### config.mk
export PLATFORM = sky130hd
export DESIGN_NAME = board_control_status_smbus
export DESIGN_NICKNAME = d
export VERILOG_FILES = /design/src/design/board_control_pkg.sv /design/src/design/pin_sync.sv /design/src/design/board_watchdog.sv /design/src/design/board_control_status_smbus.sv
export SDC_FILE = /design/constraint.sdc
export NUM_CORES = 1
export LEC_CHECK = 0
export ABC_AREA = 1
export ABC_CLOCK_PERIOD_IN_PS = 6400
export BUFFER_PORTS_ARGS = -buffer_cell sky130_fd_sc_hd__buf_2
export CORE_MARGIN = 4
export CORE_UTILIZATION = 52
export DETAILED_ROUTE_END_ITERATION = 8
export PLACE_DENSITY = 0.72
export SYNTH_ARGS = -nofsm -noshare
export SYNTH_HDL_FRONTEND = slang
export SYNTH_SLANG_ARGS = --single-unit
export TNS_END_PERCENT = 20
### constraint.sdc
create_clock -name clock_i -period 6.4 [get_ports clock_i]
set_input_delay 0.96 -clock clock_i [delete_from_list [all_inputs] [get_ports clock_i]]
set_output_delay 0.96 -clock clock_i [all_outputs]
set_load 0.02 [all_outputs]
### src/design/board_control_pkg.sv
// Purpose: shared constants and types of the board control/status bank
// Assumes: 200 MHz board clock, byte-data transfers on the management bus
// Notes:   all timing counts are derived from the times named here

package board_control_pkg;

	// ------------------------------------------------------------------
	// clock and bus identity
	// ------------------------------------------------------------------
	localparam int unsigned CLOCK_HZ = 200_000_000;
	localparam logic [6:0] SMBUS_DEVICE_ADDR = 7'h2e;

	// ------------------------------------------------------------------
	// command codes
	// ------------------------------------------------------------------
	localparam logic [7:0] CMD_CONTROL_WRITE = 8'ha0;
	localparam logic [7:0] CMD_CONTROL_READ = 8'ha1;
	localparam logic [7:0] CMD_POWER_FAIL_CLEAR = 8'hb0;
	localparam logic [7:0] CMD_POWER_FAIL_READ = 8'hb1;
	localparam logic [7:0] CMD_WDG_RAIL_CLEAR = 8'hb2;
	localparam logic [7:0] CMD_WDG_RAIL_READ = 8'hb3;
	localparam logic [7:0] CMD_REVISION_READ = 8'hc1;

	// ------------------------------------------------------------------
	// reset and read values
	// ------------------------------------------------------------------
	localparam logic [7:0] CTRL_RESET = 8'h00;
	localparam logic [7:0] UNMAPPED_READ = 8'h00;
	localparam logic [1:0] STAT0_RESERVED = 2'h0;
	// arbitrary value
	localparam logic [7:0] LOGIC_REVISION_DEFAULT = 8'h01;
	localparam int unsigned POWER_FAIL_W = 6;
	localparam int unsigned RAIL_FAIL_W = 5;

	// ------------------------------------------------------------------
	// timing
	// ------------------------------------------------------------------
	localparam int unsigned WDG_TICK_US = 1000;
	localparam int unsigned WDG_TICK_CYCLES =
		CLOCK_HZ / 1_000_000 * WDG_TICK_US;
	localparam int unsigned TICKS_PER_SEC = 1_000_000 / WDG_TICK_US;
	localparam int unsigned WDG_COUNT_W = 18;
	localparam int unsigned WDG_TIMEOUT_SEC_0 = 2;
	localparam int unsigned WDG_TIMEOUT_SEC_1 = 10;
	localparam int unsigned WDG_TIMEOUT_SEC_2 = 50;
	localparam int unsigned WDG_TIMEOUT_SEC_3 = 250;
	localparam int unsigned RESET_PULSE_NS = 1000;
	localparam int unsigned PULSE_W = 8;
	localparam logic [PULSE_W-1:0] RESET_PULSE_CYCLES =
		PULSE_W'((RESET_PULSE_NS * (CLOCK_HZ / 1_000_000) + 999) / 1000);
	localparam int unsigned BLINK_HALF_MS = 250;
	localparam int unsigned BLINK_W = 9;
	localparam logic [BLINK_W-1:0] BLINK_HALF_TICKS =
		BLINK_W'(BLINK_HALF_MS * 1000 / WDG_TICK_US);

	// ------------------------------------------------------------------
	// types
	// ------------------------------------------------------------------
	typedef struct packed {
		logic green_led_on;
		logic handle_switch_disable;
		logic handle_switch_reset_select;
		logic timeout_select_first;
		logic timeout_select_second;
		logic watchdog_retrigger;
		logic red_led_blink;
		logic full_system_reset;
	} board_control_t;

	typedef struct packed {
		logic watchdog_armed_flag;
		logic watchdog_reset_flag;
		logic watchdog_half_time_flag;
		logic [RAIL_FAIL_W-1:0] rail_fail;
	} watchdog_rail_status_t;

	typedef enum logic [3:0] {
		ST_IDLE,
		ST_ADDR,
		ST_ADDR_ACK,
		ST_CMD,
		ST_CMD_ACK,
		ST_WDATA,
		ST_WDATA_ACK,
		ST_RDATA,
		ST_RDATA_ACK,
		ST_IGNORE
	} smbus_state_t;

endpackage : board_control_pkg

### src/design/pin_sync.sv
// Purpose: two-flop synchroniser for a group of pins
// Assumes: each bit is an independent level
// Notes:   first stage is read only by the second stage

`timescale 1ns/100ps
`default_nettype none

module pin_sync #(
	parameter int unsigned W = 1,
	parameter logic [W-1:0] RESET_VALUE = '0
) (
	input wire logic clock_i, // board clock
	input wire logic rst_b_i, // async reset, active low
	input wire logic [W-1:0] async_i, // raw pins
	output logic [W-1:0] sync_o // synchronised levels
);

	logic [W-1:0] stage;

	always_ff @(posedge clock_i or negedge rst_b_i) begin
		if (!rst_b_i) begin
			stage <= RESET_VALUE;
			sync_o <= RESET_VALUE;
		end else begin
			stage <= async_i;
			sync_o <= stage;
		end
	end

endmodule : pin_sync

`default_nettype wire

### src/design/board_watchdog.sv
// Purpose: retriggerable watchdog with four selectable time-outs
// Assumes: retrigger is a single-cycle pulse from the bank; clear is held while the system reset pin is low and lasts one cycle on a bus or handle reset
// Notes:   counts in ticks so the long time-outs stay narrow

`timescale 1ns/100ps
`default_nettype none

module board_watchdog
	import board_control_pkg::*;
#(
	parameter int unsigned TICK_CYCLES = WDG_TICK_CYCLES
) (
	input wire logic clock_i, // board clock
	input wire logic rst_b_i, // async reset, active low
	input wire logic clear_i, // system reset: disarm
	input wire logic retrigger_i, // retrigger pulse
	input wire logic [1:0] select_i, // {second, first} select
	output logic tick_o, // one pulse per tick
	output logic armed_o, // watchdog armed
	output logic half_o, // half time elapsed
	output logic expire_o // time-out pulse
);

	localparam int unsigned PRE_W = $clog2(TICK_CYCLES + 1);
	localparam logic [PRE_W-1:0] PRE_LAST = PRE_W'(TICK_CYCLES - 1);

	logic [PRE_W-1:0] prescale;
	logic [WDG_COUNT_W-1:0] count;
	wire logic [WDG_COUNT_W-1:0] limit;
	wire logic [WDG_COUNT_W-1:0] next_count;
	wire logic tick_now;

	assign limit = (select_i == 2'h0) ?
			WDG_COUNT_W'(WDG_TIMEOUT_SEC_0 * TICKS_PER_SEC) :
		(select_i == 2'h1) ? WDG_COUNT_W'(WDG_TIMEOUT_SEC_1 * TICKS_PER_SEC) :
		(select_i == 2'h2) ? WDG_COUNT_W'(WDG_TIMEOUT_SEC_2 * TICKS_PER_SEC) :
		WDG_COUNT_W'(WDG_TIMEOUT_SEC_3 * TICKS_PER_SEC);
	assign next_count = count + 1'b1;
	assign tick_now = (prescale == PRE_LAST);

	always_ff @(posedge clock_i or negedge rst_b_i) begin
		if (!rst_b_i) begin
			prescale <= '0;
			tick_o <= 1'b0;
		end else begin
			prescale <= tick_now ? '0 : prescale + 1'b1;
			tick_o <= tick_now;
		end
	end

	always_ff @(posedge clock_i or negedge rst_b_i) begin
		if (!rst_b_i) begin
			count <= '0;
			armed_o <= 1'b0;
			half_o <= 1'b0;
			expire_o <= 1'b0;
		end else begin
			expire_o <= 1'b0;
			if (clear_i) begin
				count <= '0;
				armed_o <= 1'b0;
				half_o <= 1'b0;
			end else if (retrigger_i) begin
				count <= '0;
				armed_o <= 1'b1;
				half_o <= 1'b0;
			end else if (armed_o && tick_o) begin
				if (next_count >= limit) begin
					count <= '0;
					armed_o <= 1'b0;
					half_o <= 1'b0;
					expire_o <= 1'b1;
				end else begin
					count <= next_count;
					if (next_count >= (limit >> 1))
						half_o <= 1'b1;
				end
			end
		end
	end

endmodule : board_watchdog

`default_nettype wire

### src/design/board_control_status_smbus.sv
// Purpose: management-bus slave bank for board control and status
// Assumes: rst_b_i is the board power-on reset; system resets arrive on a pin
// Notes:   sticky flags survive system resets; only rst_b_i and the clear commands clear them

`timescale 1ns/100ps
`default_nettype none

module board_control_status_smbus
	import board_control_pkg::*;
#(
	parameter int unsigned TICK_CYCLES = WDG_TICK_CYCLES,
	parameter logic [7:0] LOGIC_REVISION = LOGIC_REVISION_DEFAULT
) (
	input wire logic clock_i, // 200 MHz board clock
	input wire logic rst_b_i, // power-on reset, active low
	input wire logic scl_i, // bus clock pin
	input wire logic sda_i, // bus data pin level
	output logic sda_o, // bus data drive value
	output logic sda_oe_b_o, // bus data enable, low drives
	input wire logic system_reset_b_i, // system reset pin, active low
	input wire logic handle_switch_i, // handle switch, high = actuated
	input wire logic [POWER_FAIL_W-1:0] power_fail_i, // regulator fails
	input wire logic [RAIL_FAIL_W-1:0] rail_fail_i, // supply rail fails
	output logic green_led_o, // green LED element
	output logic red_led_o, // red LED element
	output logic system_reset_o, // system reset request
	output logic power_event_o // power button event
);
	import board_control_pkg::*;

	// ------------------------------------------------------------------
	// pin synchronisers
	// ------------------------------------------------------------------
	localparam int unsigned PIN_W = 4 + POWER_FAIL_W + RAIL_FAIL_W;
	localparam logic [PIN_W-1:0] PIN_RESET =
		{3'h7, 1'b0, {POWER_FAIL_W{1'b0}}, {RAIL_FAIL_W{1'b0}}};

	wire logic [PIN_W-1:0] pins_s;
	wire logic scl_s;
	wire logic sda_s;
	wire logic sys_reset_b_s;
	wire logic handle_s;
	wire logic [POWER_FAIL_W-1:0] power_fail_s;
	wire logic [RAIL_FAIL_W-1:0] rail_fail_s;

	pin_sync #(
		.W(PIN_W),
		.RESET_VALUE(PIN_RESET)
	) u_pins (
		.clock_i(clock_i),
		.rst_b_i(rst_b_i),
		.async_i({scl_i, sda_i, system_reset_b_i, handle_switch_i,
			power_fail_i, rail_fail_i}),
		.sync_o(pins_s)
	);

	assign {scl_s, sda_s, sys_reset_b_s, handle_s, power_fail_s,
		rail_fail_s} = pins_s;

	// ------------------------------------------------------------------
	// bus condition detection
	// ------------------------------------------------------------------
	logic scl_d;
	logic sda_d;
	logic handle_d;

	always_ff @(posedge clock_i or negedge rst_b_i) begin
		if (!rst_b_i) begin
			scl_d <= 1'b1;
			sda_d <= 1'b1;
			handle_d <= 1'b0;
		end else begin
			scl_d <= scl_s;
			sda_d <= sda_s;
			handle_d <= handle_s;
		end
	end

	wire logic scl_rise = scl_s & ~scl_d;
	wire logic scl_fall = ~scl_s & scl_d;
	// data edges while the clock stays high are start and stop
	wire logic start_det = scl_s & scl_d & sda_d & ~sda_s;
	wire logic stop_det = scl_s & scl_d & ~sda_d & sda_s;

	// ------------------------------------------------------------------
	// byte-data slave engine
	// ------------------------------------------------------------------
	smbus_state_t state;
	logic [2:0] bit_cnt;
	logic [7:0] shift;
	logic [7:0] command;
	logic rw;
	logic got_byte;
	logic master_nack;
	logic sda_low;
	logic wr_stb;
	logic [7:0] wr_data;
	wire logic [7:0] read_data;
	wire logic addr_match = (shift[7:1] == SMBUS_DEVICE_ADDR);
	wire logic receiving = (state == ST_ADDR) || (state == ST_CMD) ||
		(state == ST_WDATA);

	always_ff @(posedge clock_i or negedge rst_b_i) begin
		if (!rst_b_i) begin
			state <= ST_IDLE;
			bit_cnt <= '0;
			shift <= '0;
			command <= '0;
			rw <= 1'b0;
			got_byte <= 1'b0;
			master_nack <= 1'b1;
			sda_low <= 1'b0;
			wr_stb <= 1'b0;
			wr_data <= '0;
		end else begin
			wr_stb <= 1'b0;
			if (start_det) begin
				// repeated start keeps the command for the read half
				state <= ST_ADDR;
				bit_cnt <= '0;
				got_byte <= 1'b0;
				sda_low <= 1'b0;
			end else if (stop_det) begin
				state <= ST_IDLE;
				sda_low <= 1'b0;
			end else if (scl_rise) begin
				if (receiving) begin
					shift <= {shift[6:0], sda_s};
					bit_cnt <= bit_cnt + 1'b1;
					got_byte <= (bit_cnt == 3'h7);
				end else if (state == ST_RDATA_ACK) begin
					master_nack <= sda_s;
				end
			end else if (scl_fall) begin
				case (state)
				ST_ADDR: begin
					if (got_byte) begin
						got_byte <= 1'b0;
						if (addr_match) begin
							sda_low <= 1'b1;
							rw <= shift[0];
							state <= ST_ADDR_ACK;
						end else begin
							state <= ST_IGNORE;
						end
					end
				end
				ST_ADDR_ACK: begin
					bit_cnt <= '0;
					if (rw) begin
						sda_low <= ~read_data[7];
						shift <= {read_data[6:0], 1'b0};
						state <= ST_RDATA;
					end else begin
						sda_low <= 1'b0;
						state <= ST_CMD;
					end
				end
				ST_CMD: begin
					if (got_byte) begin
						got_byte <= 1'b0;
						command <= shift;
						sda_low <= 1'b1;
						state <= ST_CMD_ACK;
					end
				end
				ST_CMD_ACK: begin
					sda_low <= 1'b0;
					state <= ST_WDATA;
				end
				ST_WDATA: begin
					if (got_byte) begin
						got_byte <= 1'b0;
						wr_stb <= 1'b1;
						wr_data <= shift;
						sda_low <= 1'b1;
						state <= ST_WDATA_ACK;
					end
				end
				ST_WDATA_ACK: begin
					// only one data byte per write is taken
					sda_low <= 1'b0;
					state <= ST_IGNORE;
				end
				ST_RDATA: begin
					if (bit_cnt == 3'h7) begin
						sda_low <= 1'b0;
						state <= ST_RDATA_ACK;
					end else begin
						sda_low <= ~shift[7];
						shift <= {shift[6:0], 1'b0};
						bit_cnt <= bit_cnt + 1'b1;
					end
				end
				ST_RDATA_ACK: begin
					bit_cnt <= '0;
					if (!master_nack) begin
						sda_low <= ~read_data[7];
						shift <= {read_data[6:0], 1'b0};
						state <= ST_RDATA;
					end else begin
						state <= ST_IGNORE;
					end
				end
				default: begin
					sda_low <= 1'b0;
				end
				endcase
			end
		end
	end

	assign sda_o = 1'b0;
	assign sda_oe_b_o = ~sda_low;

	// ------------------------------------------------------------------
	// register decode
	// ------------------------------------------------------------------
	board_control_t ctrl;
	logic [POWER_FAIL_W-1:0] power_fail_flags;
	logic watchdog_reset_flag;
	logic [RAIL_FAIL_W-1:0] rail_fail_flags;
	wire watchdog_rail_status_t wdg_status;
	wire logic wdg_armed;
	wire logic wdg_half;
	wire logic wdg_expire;
	wire logic tick;

	wire board_control_t wr_ctrl_val = board_control_t'(wr_data);
	wire logic wr_ctrl = wr_stb & (command == CMD_CONTROL_WRITE);
	wire logic clr_stat0 = wr_stb & (command == CMD_POWER_FAIL_CLEAR);
	wire logic clr_stat1 = wr_stb & (command == CMD_WDG_RAIL_CLEAR);
	wire logic retrigger = wr_ctrl &
		(wr_ctrl_val.watchdog_retrigger != ctrl.watchdog_retrigger);
	wire logic handle_press = handle_s & ~handle_d &
		~ctrl.handle_switch_disable;
	wire logic reset_start = (wr_ctrl & wr_ctrl_val.full_system_reset) |
		wdg_expire | (handle_press & ctrl.handle_switch_reset_select);
	wire logic power_start = handle_press &
		~ctrl.handle_switch_reset_select;
	// the system reset pin and our own request both count as system reset
	wire logic sys_clear = ~sys_reset_b_s | reset_start;

	assign wdg_status = '{
		watchdog_armed_flag: wdg_armed,
		watchdog_reset_flag: watchdog_reset_flag,
		watchdog_half_time_flag: wdg_half,
		rail_fail: rail_fail_flags
	};

	// reads of write-only or unknown codes answer zero
	assign read_data =
		(command == CMD_CONTROL_READ) ? ctrl :
		(command == CMD_POWER_FAIL_READ) ?
			{STAT0_RESERVED, power_fail_flags} :
		(command == CMD_WDG_RAIL_READ) ? wdg_status :
		(command == CMD_REVISION_READ) ? LOGIC_REVISION :
		UNMAPPED_READ;

	// ------------------------------------------------------------------
	// control and sticky status
	// ------------------------------------------------------------------
	always_ff @(posedge clock_i or negedge rst_b_i) begin
		if (!rst_b_i)
			ctrl <= CTRL_RESET;
		else if (sys_clear)
			ctrl <= CTRL_RESET;
		else if (wr_ctrl)
			ctrl <= wr_ctrl_val;
	end

	// set wins over a clear in the same cycle
	always_ff @(posedge clock_i or negedge rst_b_i) begin
		if (!rst_b_i) begin
			power_fail_flags <= '0;
			rail_fail_flags <= '0;
			watchdog_reset_flag <= 1'b0;
		end else begin
			power_fail_flags <= (clr_stat0 ? '0 : power_fail_flags) |
				power_fail_s;
			rail_fail_flags <= (clr_stat1 ? '0 : rail_fail_flags) |
				rail_fail_s;
			watchdog_reset_flag <= (clr_stat1 ? 1'b0 : watchdog_reset_flag) |
				wdg_expire;
		end
	end

	// ------------------------------------------------------------------
	// watchdog
	// ------------------------------------------------------------------
	board_watchdog #(
		.TICK_CYCLES(TICK_CYCLES)
	) u_watchdog (
		.clock_i(clock_i),
		.rst_b_i(rst_b_i),
		.clear_i(~sys_reset_b_s | (reset_start & ~wdg_expire)),
		.retrigger_i(retrigger),
		.select_i({ctrl.timeout_select_second,
			ctrl.timeout_select_first}),
		.tick_o(tick),
		.armed_o(wdg_armed),
		.half_o(wdg_half),
		.expire_o(wdg_expire)
	);

	// ------------------------------------------------------------------
	// output pulses and LEDs
	// ------------------------------------------------------------------
	logic [PULSE_W-1:0] reset_cnt;
	logic [PULSE_W-1:0] power_cnt;
	logic [BLINK_W-1:0] blink_cnt;
	logic blink_phase;

	always_ff @(posedge clock_i or negedge rst_b_i) begin
		if (!rst_b_i) begin
			reset_cnt <= '0;
			system_reset_o <= 1'b0;
		end else if (reset_start) begin
			reset_cnt <= RESET_PULSE_CYCLES;
			system_reset_o <= 1'b1;
		end else if (reset_cnt != '0) begin
			reset_cnt <= reset_cnt - 1'b1;
			system_reset_o <= (reset_cnt != PULSE_W'(1));
		end
	end

	always_ff @(posedge clock_i or negedge rst_b_i) begin
		if (!rst_b_i) begin
			power_cnt <= '0;
			power_event_o <= 1'b0;
		end else if (power_start) begin
			power_cnt <= RESET_PULSE_CYCLES;
			power_event_o <= 1'b1;
		end else if (power_cnt != '0) begin
			power_cnt <= power_cnt - 1'b1;
			power_event_o <= (power_cnt != PULSE_W'(1));
		end
	end

	// blink rides on the watchdog tick to avoid a second prescaler
	always_ff @(posedge clock_i or negedge rst_b_i) begin
		if (!rst_b_i) begin
			blink_cnt <= '0;
			blink_phase <= 1'b0;
		end else if (tick) begin
			if (blink_cnt == BLINK_HALF_TICKS - 1'b1) begin
				blink_cnt <= '0;
				blink_phase <= ~blink_phase;
			end else begin
				blink_cnt <= blink_cnt + 1'b1;
			end
		end
	end

	always_ff @(posedge clock_i or negedge rst_b_i) begin
		if (!rst_b_i) begin
			green_led_o <= 1'b0;
			red_led_o <= 1'b0;
		end else begin
			green_led_o <= ctrl.green_led_on;
			red_led_o <= ctrl.red_led_blink & blink_phase;
		end
	end

endmodule : board_control_status_smbus

`default_nettype wire

==> results of run 1 <==
logic make-up (layout without fill, tap and decap cells):
group | Yosys count | in the layout | synth area share, %
flip-flops | 159 | 159 | 49.29
XOR/XNOR | 22 | 22 | 2.380
adder cells (fa/ha/maj) | 38 | 38 | 5.873
buffers and inverters | 159 | 200 | 8.114
AO/OA/AOI/OAI | 146 | 146 | 10.71
AND/OR/NAND/NOR | 403 | 403 | 23.46
other | 1 | 1 | 0.04632
multiplexers | 1 | 1 | 0.1237
per-layer routing:
metal,up-vias,share of wire [%],global-route usage (%)
met4,0,1.7,6.293
met5,-,0,0
met1,2836,47,25.64
met2,125,47,30.83
li1,3070,-,-
met3,24,4.2,4.487
flip-flops by register name, summed over array words and instances, names as in the netlist, 3 cells and up:
register / flops
bit_cnt: 3
blink_cnt: 9
command: 8
ctrl: 8
power_cnt: 8
power_fail_flags: 6
rail_fail_flags: 5
reset_cnt: 8
shift: 8
state: 4
u_pins.stage: 15
u_pins.sync_o: 15
u_watchdog.count: 18
u_watchdog.prescale: 18
wr_ctrl_val: 8
power breakdown:
part	switching (uW)	internal, uW	total, uW
registers	80.8	1110	1190
clock network	424	541	965
logic	239	122	362
total	744	1770	2520
metrics by stage:
step           cell area [um^2]  power (uW)  cells
2_1_floorplan              8095        1464    929
5_1_grt                    8914        2659   1158
4_1_cts                    8914        2539   1158
3_5_place_dp               8354        1567   1127
6_report                   8914        2517   1158
3_3_place_gp               8354        1558   1127
critical path: stages, from the launching register on:
cell and delay (ns):
dfrtp_1 0.46, ha_1 0.23, nand2_1 0.11, nor2_4 0.16, nand3_1 0.11, nor4_1 0.24, xor2_1 0.24, ha_1 0.29
nand2_1 0.09, nor2_1 0.06, nand3_1 0.09, nor2_1 0.05, nand3_1 0.06, nand2_1 0.05, inv_1 0.04, nand2_1 0.05
nand2_2 0.07, nand2_2 0.07, nor2_4 0.27, nand3_1 0.11, nand2_1 0.08
Yosys cell counts, drive strengths merged, types with 2 or more instances:
master	count	area share (%)
ha	38	5.9
o22ai	2	0.15
nor2	97	5.6
o21a	2	0.19
o221ai	4	0.51
nor3	16	1.1
a31oi	6	0.46
xor2	12	1.3
dfstp	9	2.9
inv	147	6.9
and2	2	0.15
nor4	6	0.46
clkbuf	5	0.23
dfrtp	150	46
o21bai	15	1.4
nand3b	6	0.56
o21ai	68	4.3
o2111ai	3	0.32
or2	2	0.15
o211ai	5	0.46
buf	7	0.94
nand3	66	4.4
a211oi	2	0.19
a21oi	33	2.2
nand2	192	9.6
xnor2	10	1.1
nand4	13	1.2
final timing paths:
check | startpoint | to | slack [ns] | cells after the start
worst min-delay path | u_pins.stage[10] | u_pins.sync_o[10] | 0.35 | 0
max in group asynchronous | rst_b_i | watchdog_reset_flag | 4.45 | 2
worst max-delay path | u_watchdog.count[0] | u_watchdog.count[16] | 3.42 | 20
worst max register to register | u_watchdog.count[0] | u_watchdog.count[16] | 3.42 | 20
min in group asynchronous | rst_b_i | u_watchdog.count[11] | 0.58 | 1
worst min register to register | u_pins.stage[10] | u_pins.sync_o[10] | 0.35 | 0
final cells by class:
| class | count | share of cell area, % |
|---|---|---|
| multi-input combinational | 611 | 38.69 |
| timing repair buffer | 22 | 1.334 |
| tap | 188 | 2.639 |
| inverter | 147 | 6.303 |
| clock inverter | 13 | 1.460 |
| sequential | 159 | 44.76 |
| clock buffer | 18 | 4.815 |
==> flow_metrics.tcl, run 1 <==
set metrics [dict create \
    status "finished, final reports clean" \
    required_ns 6.77 \
    drt_iter0_drc 411 \
    drv_cap 0 \
    synthesis.instances 929 \
    initial_core_util_pct 53.25 \
    max_freq_mhz 335.1 \
    max_slew_margin_pct 44.01 \
    synth_fp_nets 984 \
    postCtsSetupBuffers 0 \
    dr.pass1.iters 5 \
    ys_seq_area_share_pct 49.29 \
    root_buffer "clkbuf_16" \
    layout_commonest_cell "nand2_1" \
    cts_tree "done" \
    fin_setup_tns_ns 0 \
    std_cell_rows 45 \
    cts.path.max_buffers 2 \
    track_usage_pct 19.10 \
    fp.dieArea_um2 17630 \
    post-route-min-period_ns 2.984 \
    setup_violations 0 \
    synth-edff-count 0 \
    grt-ovfl-total 0 \
    worst_clock_skew_ns 0.007412 \
    die_width_um 132.8 \
    place.gp.congestion 0.8831 \
    antenna_found_initial 0 \
    endpoint_kind "register" \
    multi_input_area_um2 3448 \
    routed_wl_um 15620 \
    ys_ff_latch 159 \
    post-route-util_pct 58.63 \
    wire_per_inst_um 13.49 \
    cts_sinks 159 \
    drc 0 \
    ys_warn_count 0 \
    async_flop_share_pct 100.0 \
    ys.flop_type "dfrtp_1" \
    fillCellCount 1339 \
    timing.final.crit_share_pct 46.62 \
    ctsHoldBuffers 0 \
    regArea_um2 3990 \
    port_buffers 21 \
    drive_above_1_share_pct 11.34 \
    cts_htree_levels 4 \
    critPathKind "register to register" \
    hold_class "register to register" \
    synthDistinctLibCells 55 \
    holdWs_ns 0.3461 \
    grt_pass1_vias 5927 \
    grt_pass1_wl_um 27520 \
    ir_drop_mv 0.2233 \
    p_leak_uw 0.004512 \
    tightestPinTransition_ns 0.8399 \
    powerDensity_nw_per_um2 282.4 \
    final-hold-violation-count 0 \
    dp_hpwl_um 11190 \
    pre_cts_ws_ns 3.431 \
    setup.worst_path.start_class "register" \
    syn_to_final_growth_pct 10.11 \
    vias 6055 \
    die_h_um 132.8 \
    syn_area_um2 8095 \
    slew_violations 0 \
    worst_slack_ns 3.416 \
    rsz0062_at_grt "no" \
    core_region_area_um2 15200 \
    mostFrequentLayoutCells "nand2_1, dfrtp_1, inv_1" \
    worstSkewPairLatency_ns 0.43 \
    clk_pin_slew_ns 0.06 \
    io_pins 23 \
    grt_max_degree 92 \
    worstPathArrival_ns 3.35 \
    cts_resized 0 \
    ant_nets 0 \
    critPathMaxFanout 11 \
    cts_made_buffers 17 \
    fin_nets 1013 \
    diodes 0 \
    avgViaCountPerCell 5.229 \
    avgSynthCellArea_um2 8.714 \
]
No activity file was read; power rests on OpenSTA's default activity.
==> inputs of run 2 (changes only) <==
Settings changed: ABC_AREA 1 to 0, ABC_CLOCK_PERIOD_IN_PS 6400 to 2600, PLACE_DENSITY 0.72 to 0.75.
Clock period 6.4 ns to 2.6 ns, I/O delays scaled along.
==> flow_metrics.tcl, run 2 <==
set metrics [dict create \
    status "finished, violations left" \
    violations "negative setup slack" \
    rsz0062_at_grt "yes" \
    setup.worst_path.end "u_watchdog.count[0]" \
    p_sw_uw 2159 \
    cts_sinks 159 \
    core_region_area_um2 15310 \
    fin_setup_tns_ns -8.005 \
    synth_top_cell_area_share_pct 45.72 \
    r2r-end "u_watchdog.count[0]" \
    place_area_um2 9198 \
    root_buffer "clkbuf_16" \
    fin_nets 1001 \
    yosysMostFrequentCell "dfrtp_1" \
    drive_above_1_share_pct 23.88 \
    vias 6603 \
    cpLargestDelayFamily "simple AND/OR/NAND/NOR gates" \
    drc 0 \
    critical_path.cell_chain "nand3_4 -> nor4_4 -> nand3_2 -> xnor2_2 -> ha_1 -> a21o_1 -> a21o_1 -> a21oi_2 -> o41ai_4 -> buf_6 -> or4_4 -> a21oi_2" \
    wire_per_inst_um 15.85 \
    io_pins 23 \
    drv_cap 0 \
    routed_wl_um 18550 \
    pre_cts_ws_ns -0.4311 \
    dp_hpwl_um 12710 \
    p_clk_share_pct 37.1 \
    critPathKind "register to register" \
    std_cell_rows 45 \
    post-route-min-period_ns 3.057 \
    r2r_slack_ns -0.46 \
    antenna_found_initial 0 \
    ys_ff_latch 159 \
    synth-edff-count 0 \
    whs_path_depth 1 \
    place.gp.congestion 0.8879 \
    final-hold-violation-count 0 \
    port_buffers 21 \
    ir_drop_mv 0.5460 \
    syn_to_final_growth_pct 23.64 \
    mostFrequentLayoutCells "dfrtp_1, nand2_1, buf_4" \
    setup_violations 21 \
    power.internal_uw 4590 \
    grt_max_degree 60 \
    async_flop_share_pct 100.0 \
    crit_start "u_watchdog.count[2]" \
    hold_class "input pin to register" \
    p_leak_uw 0.004588 \
    cts_tree "done" \
    powerDensity_nw_per_um2 665.0 \
    rr_worst_depth 12 \
    worstPathArrival_ns 3.41 \
    crit_buf_inv 1 \
    max_slew_margin_pct 52.54 \
    avgViaCountPerCell 5.644 \
    max_stage_delay_ns 0.48 \
    p_seq_share_pct 42.9 \
    worstSkewPairLatency_ns 0.43 \
    grt-ovfl-total 0 \
    yosys-top-cells-count "dfrtp_1, nand2_1, nor2_1" \
    cts_made_buffers 17 \
    grt_pass1_vias 6524 \
    die_width_um 133.6 \
    grt_pass1_wl_um 31260 \
    swShare_pct 31.99 \
    cts_htree_levels 4 \
    required_ns 2.96 \
    tightestPinTransition_ns 0.7104 \
    worst_clock_skew_ns 0.007484 \
    crit_cells 12 \
    initial_core_util_pct 53.60 \
    ys.flop_type "dfrtp_1" \
    diodes 0 \
    power_frac_comb_pct 20.0 \
    ys_seq_area_share_pct 48.61 \
    timing.final.crit_share_pct 117.6 \
    fp.dieArea_um2 17860 \
    dr.pass1.iters 5 \
    slew_violations 0 \
    clk_pin_slew_ns 0.07 \
    netlist.top_cell.by_area "dfrtp_1" \
    timing.rr.start "u_watchdog.count[2]" \
    die_h_um 133.6 \
    endpoint_kind "register" \
    cts.path.max_buffers 2 \
    avgSynthCellArea_um2 9.831 \
    synthTopCellsByArea "dfrtp_1, ha_1, nand2_1" \
    top_regs "u_watchdog.count: 18 flops, u_watchdog.prescale: 18 flops" \
    worst_slack_ns -0.4573 \
    ant_nets 0 \
    critPathMaxFanout 5 \
    final_area_um2 10150 \
    ys_warn_count 0 \
    critical_path.slowest_cell "or4_4" \
    syn_area_um2 8209 \
    setup.worst_path.start_class "register" \
    synthesis.instances 835 \
    max_freq_mhz 327.1 \
    drt_iter0_drc 399 \
    track_usage_pct 21.51 \
    synthDistinctLibCells 70 \
    layout_commonest_cell "dfrtp_1" \
    synth_fp_nets 890 \
]
==> run 2: cell types whose count changed in the layout (fill, tap and decap cells not counted), moves of 21 or more <==
cell,change
nand2_1,-75
a21o_1,+21
o21ai_0,-30
buf_4,+95
inv_1,-106
nand3_1,-31
nor2_1,-24
==> run 2: final cells by class <==
class                   instances  area, um^2
inverters                      35       131.4
clock inverters                15       182.7
fillers                      1192        5165
clock buffers                  17       425.4
flip-flops and latches        159        3993
multi-input cells             606        4175
repair buffers                127       978.4
well taps                     211       264.0
==> run 2: stage by stage <==
stage	power, uW	hold WS (ns)	utilization (%)	instances
2_1_floorplan	3910	0.09441	-	835
3_3_place_gp	4230	0.3318	60.06	1122
3_5_place_dp	4275	0.3355	60.06	1122
4_1_cts	6801	0.03491	65.30	1167
5_1_grt	7160	0.03608	66.27	1170
6_report	6750	0.05463	66.27	1170
==> run 2: cells by family (layout without fill, tap and decap cells) <==
logic type                 after synthesis  after routing  synth area share (%)
and+or+nand+nor                        317            317                 19.49
buffers and inverters                   70            194                 3.399
AOI/OAI and AO/OA                      179            179                 14.43
other                                    1              1               0.04568
xor gates and xnor gates                42             42                 4.481
muxes                                   29             29                 3.749
DFF                                    159            159                 48.61
adders and majority gates               38             38                 5.792
==> run 2: routing by layer <==
| metal | track usage (%) | routed length (um) |
|---|---|---|
| met5 | 0 | 0 |
| met4 | 7.314 | 403 |
| met3 | 4.569 | 644 |
| met2 | 34.82 | 8999 |
| met1 | 28.99 | 8500 |
==> run 2: power groups by stage <==
stage | clock [uW] | combinational (uW) | sequential (uW)
after floorplan | 0 | 1040 | 2870
after global placement | 0 | 1300 | 2930
after detailed placement | 0 | 1340 | 2940
after CTS | 2560 | 1350 | 2900
after global routing | 2680 | 1560 | 2930
final | 2500 | 1350 | 2900
==> run 2: worst register-to-register path, delay by kind of cell (launching register included) <==
family                   cells  cell delay, ns
AND/OR/NAND/NOR              4            1.12
AO/OA/AOI/OAI                5            0.77
flip-flops                   1            0.40
adder cells (fa/ha/maj)      1            0.28
XOR/XNOR                     1            0.25
buffers and inverters        1            0.16
==> run 2: what timing repair did <==
item	4_1_cts	5_1_grt
resized for setup	21	19
endpoints found under the hold margin	49	0
pin swaps	19	22
setup buffers	12	3
hold buffers	1	0
endpoints found under the setup margin	21	21
==> run 2: worst min path at each step <==
stage	slack, ns	to	start
after floorplan	0.09	bit_cnt[0]	rst_b_i
after global placement	0.33	u_pins.sync_o[1]	u_pins.stage[1]
after detailed placement	0.34	u_pins.sync_o[1]	u_pins.stage[1]
after CTS	0.03	u_pins.stage[12]	system_reset_b_i
after global routing	0.04	u_pins.stage[2]	rail_fail_i[2]
final	0.05	u_pins.stage[12]	system_reset_b_i
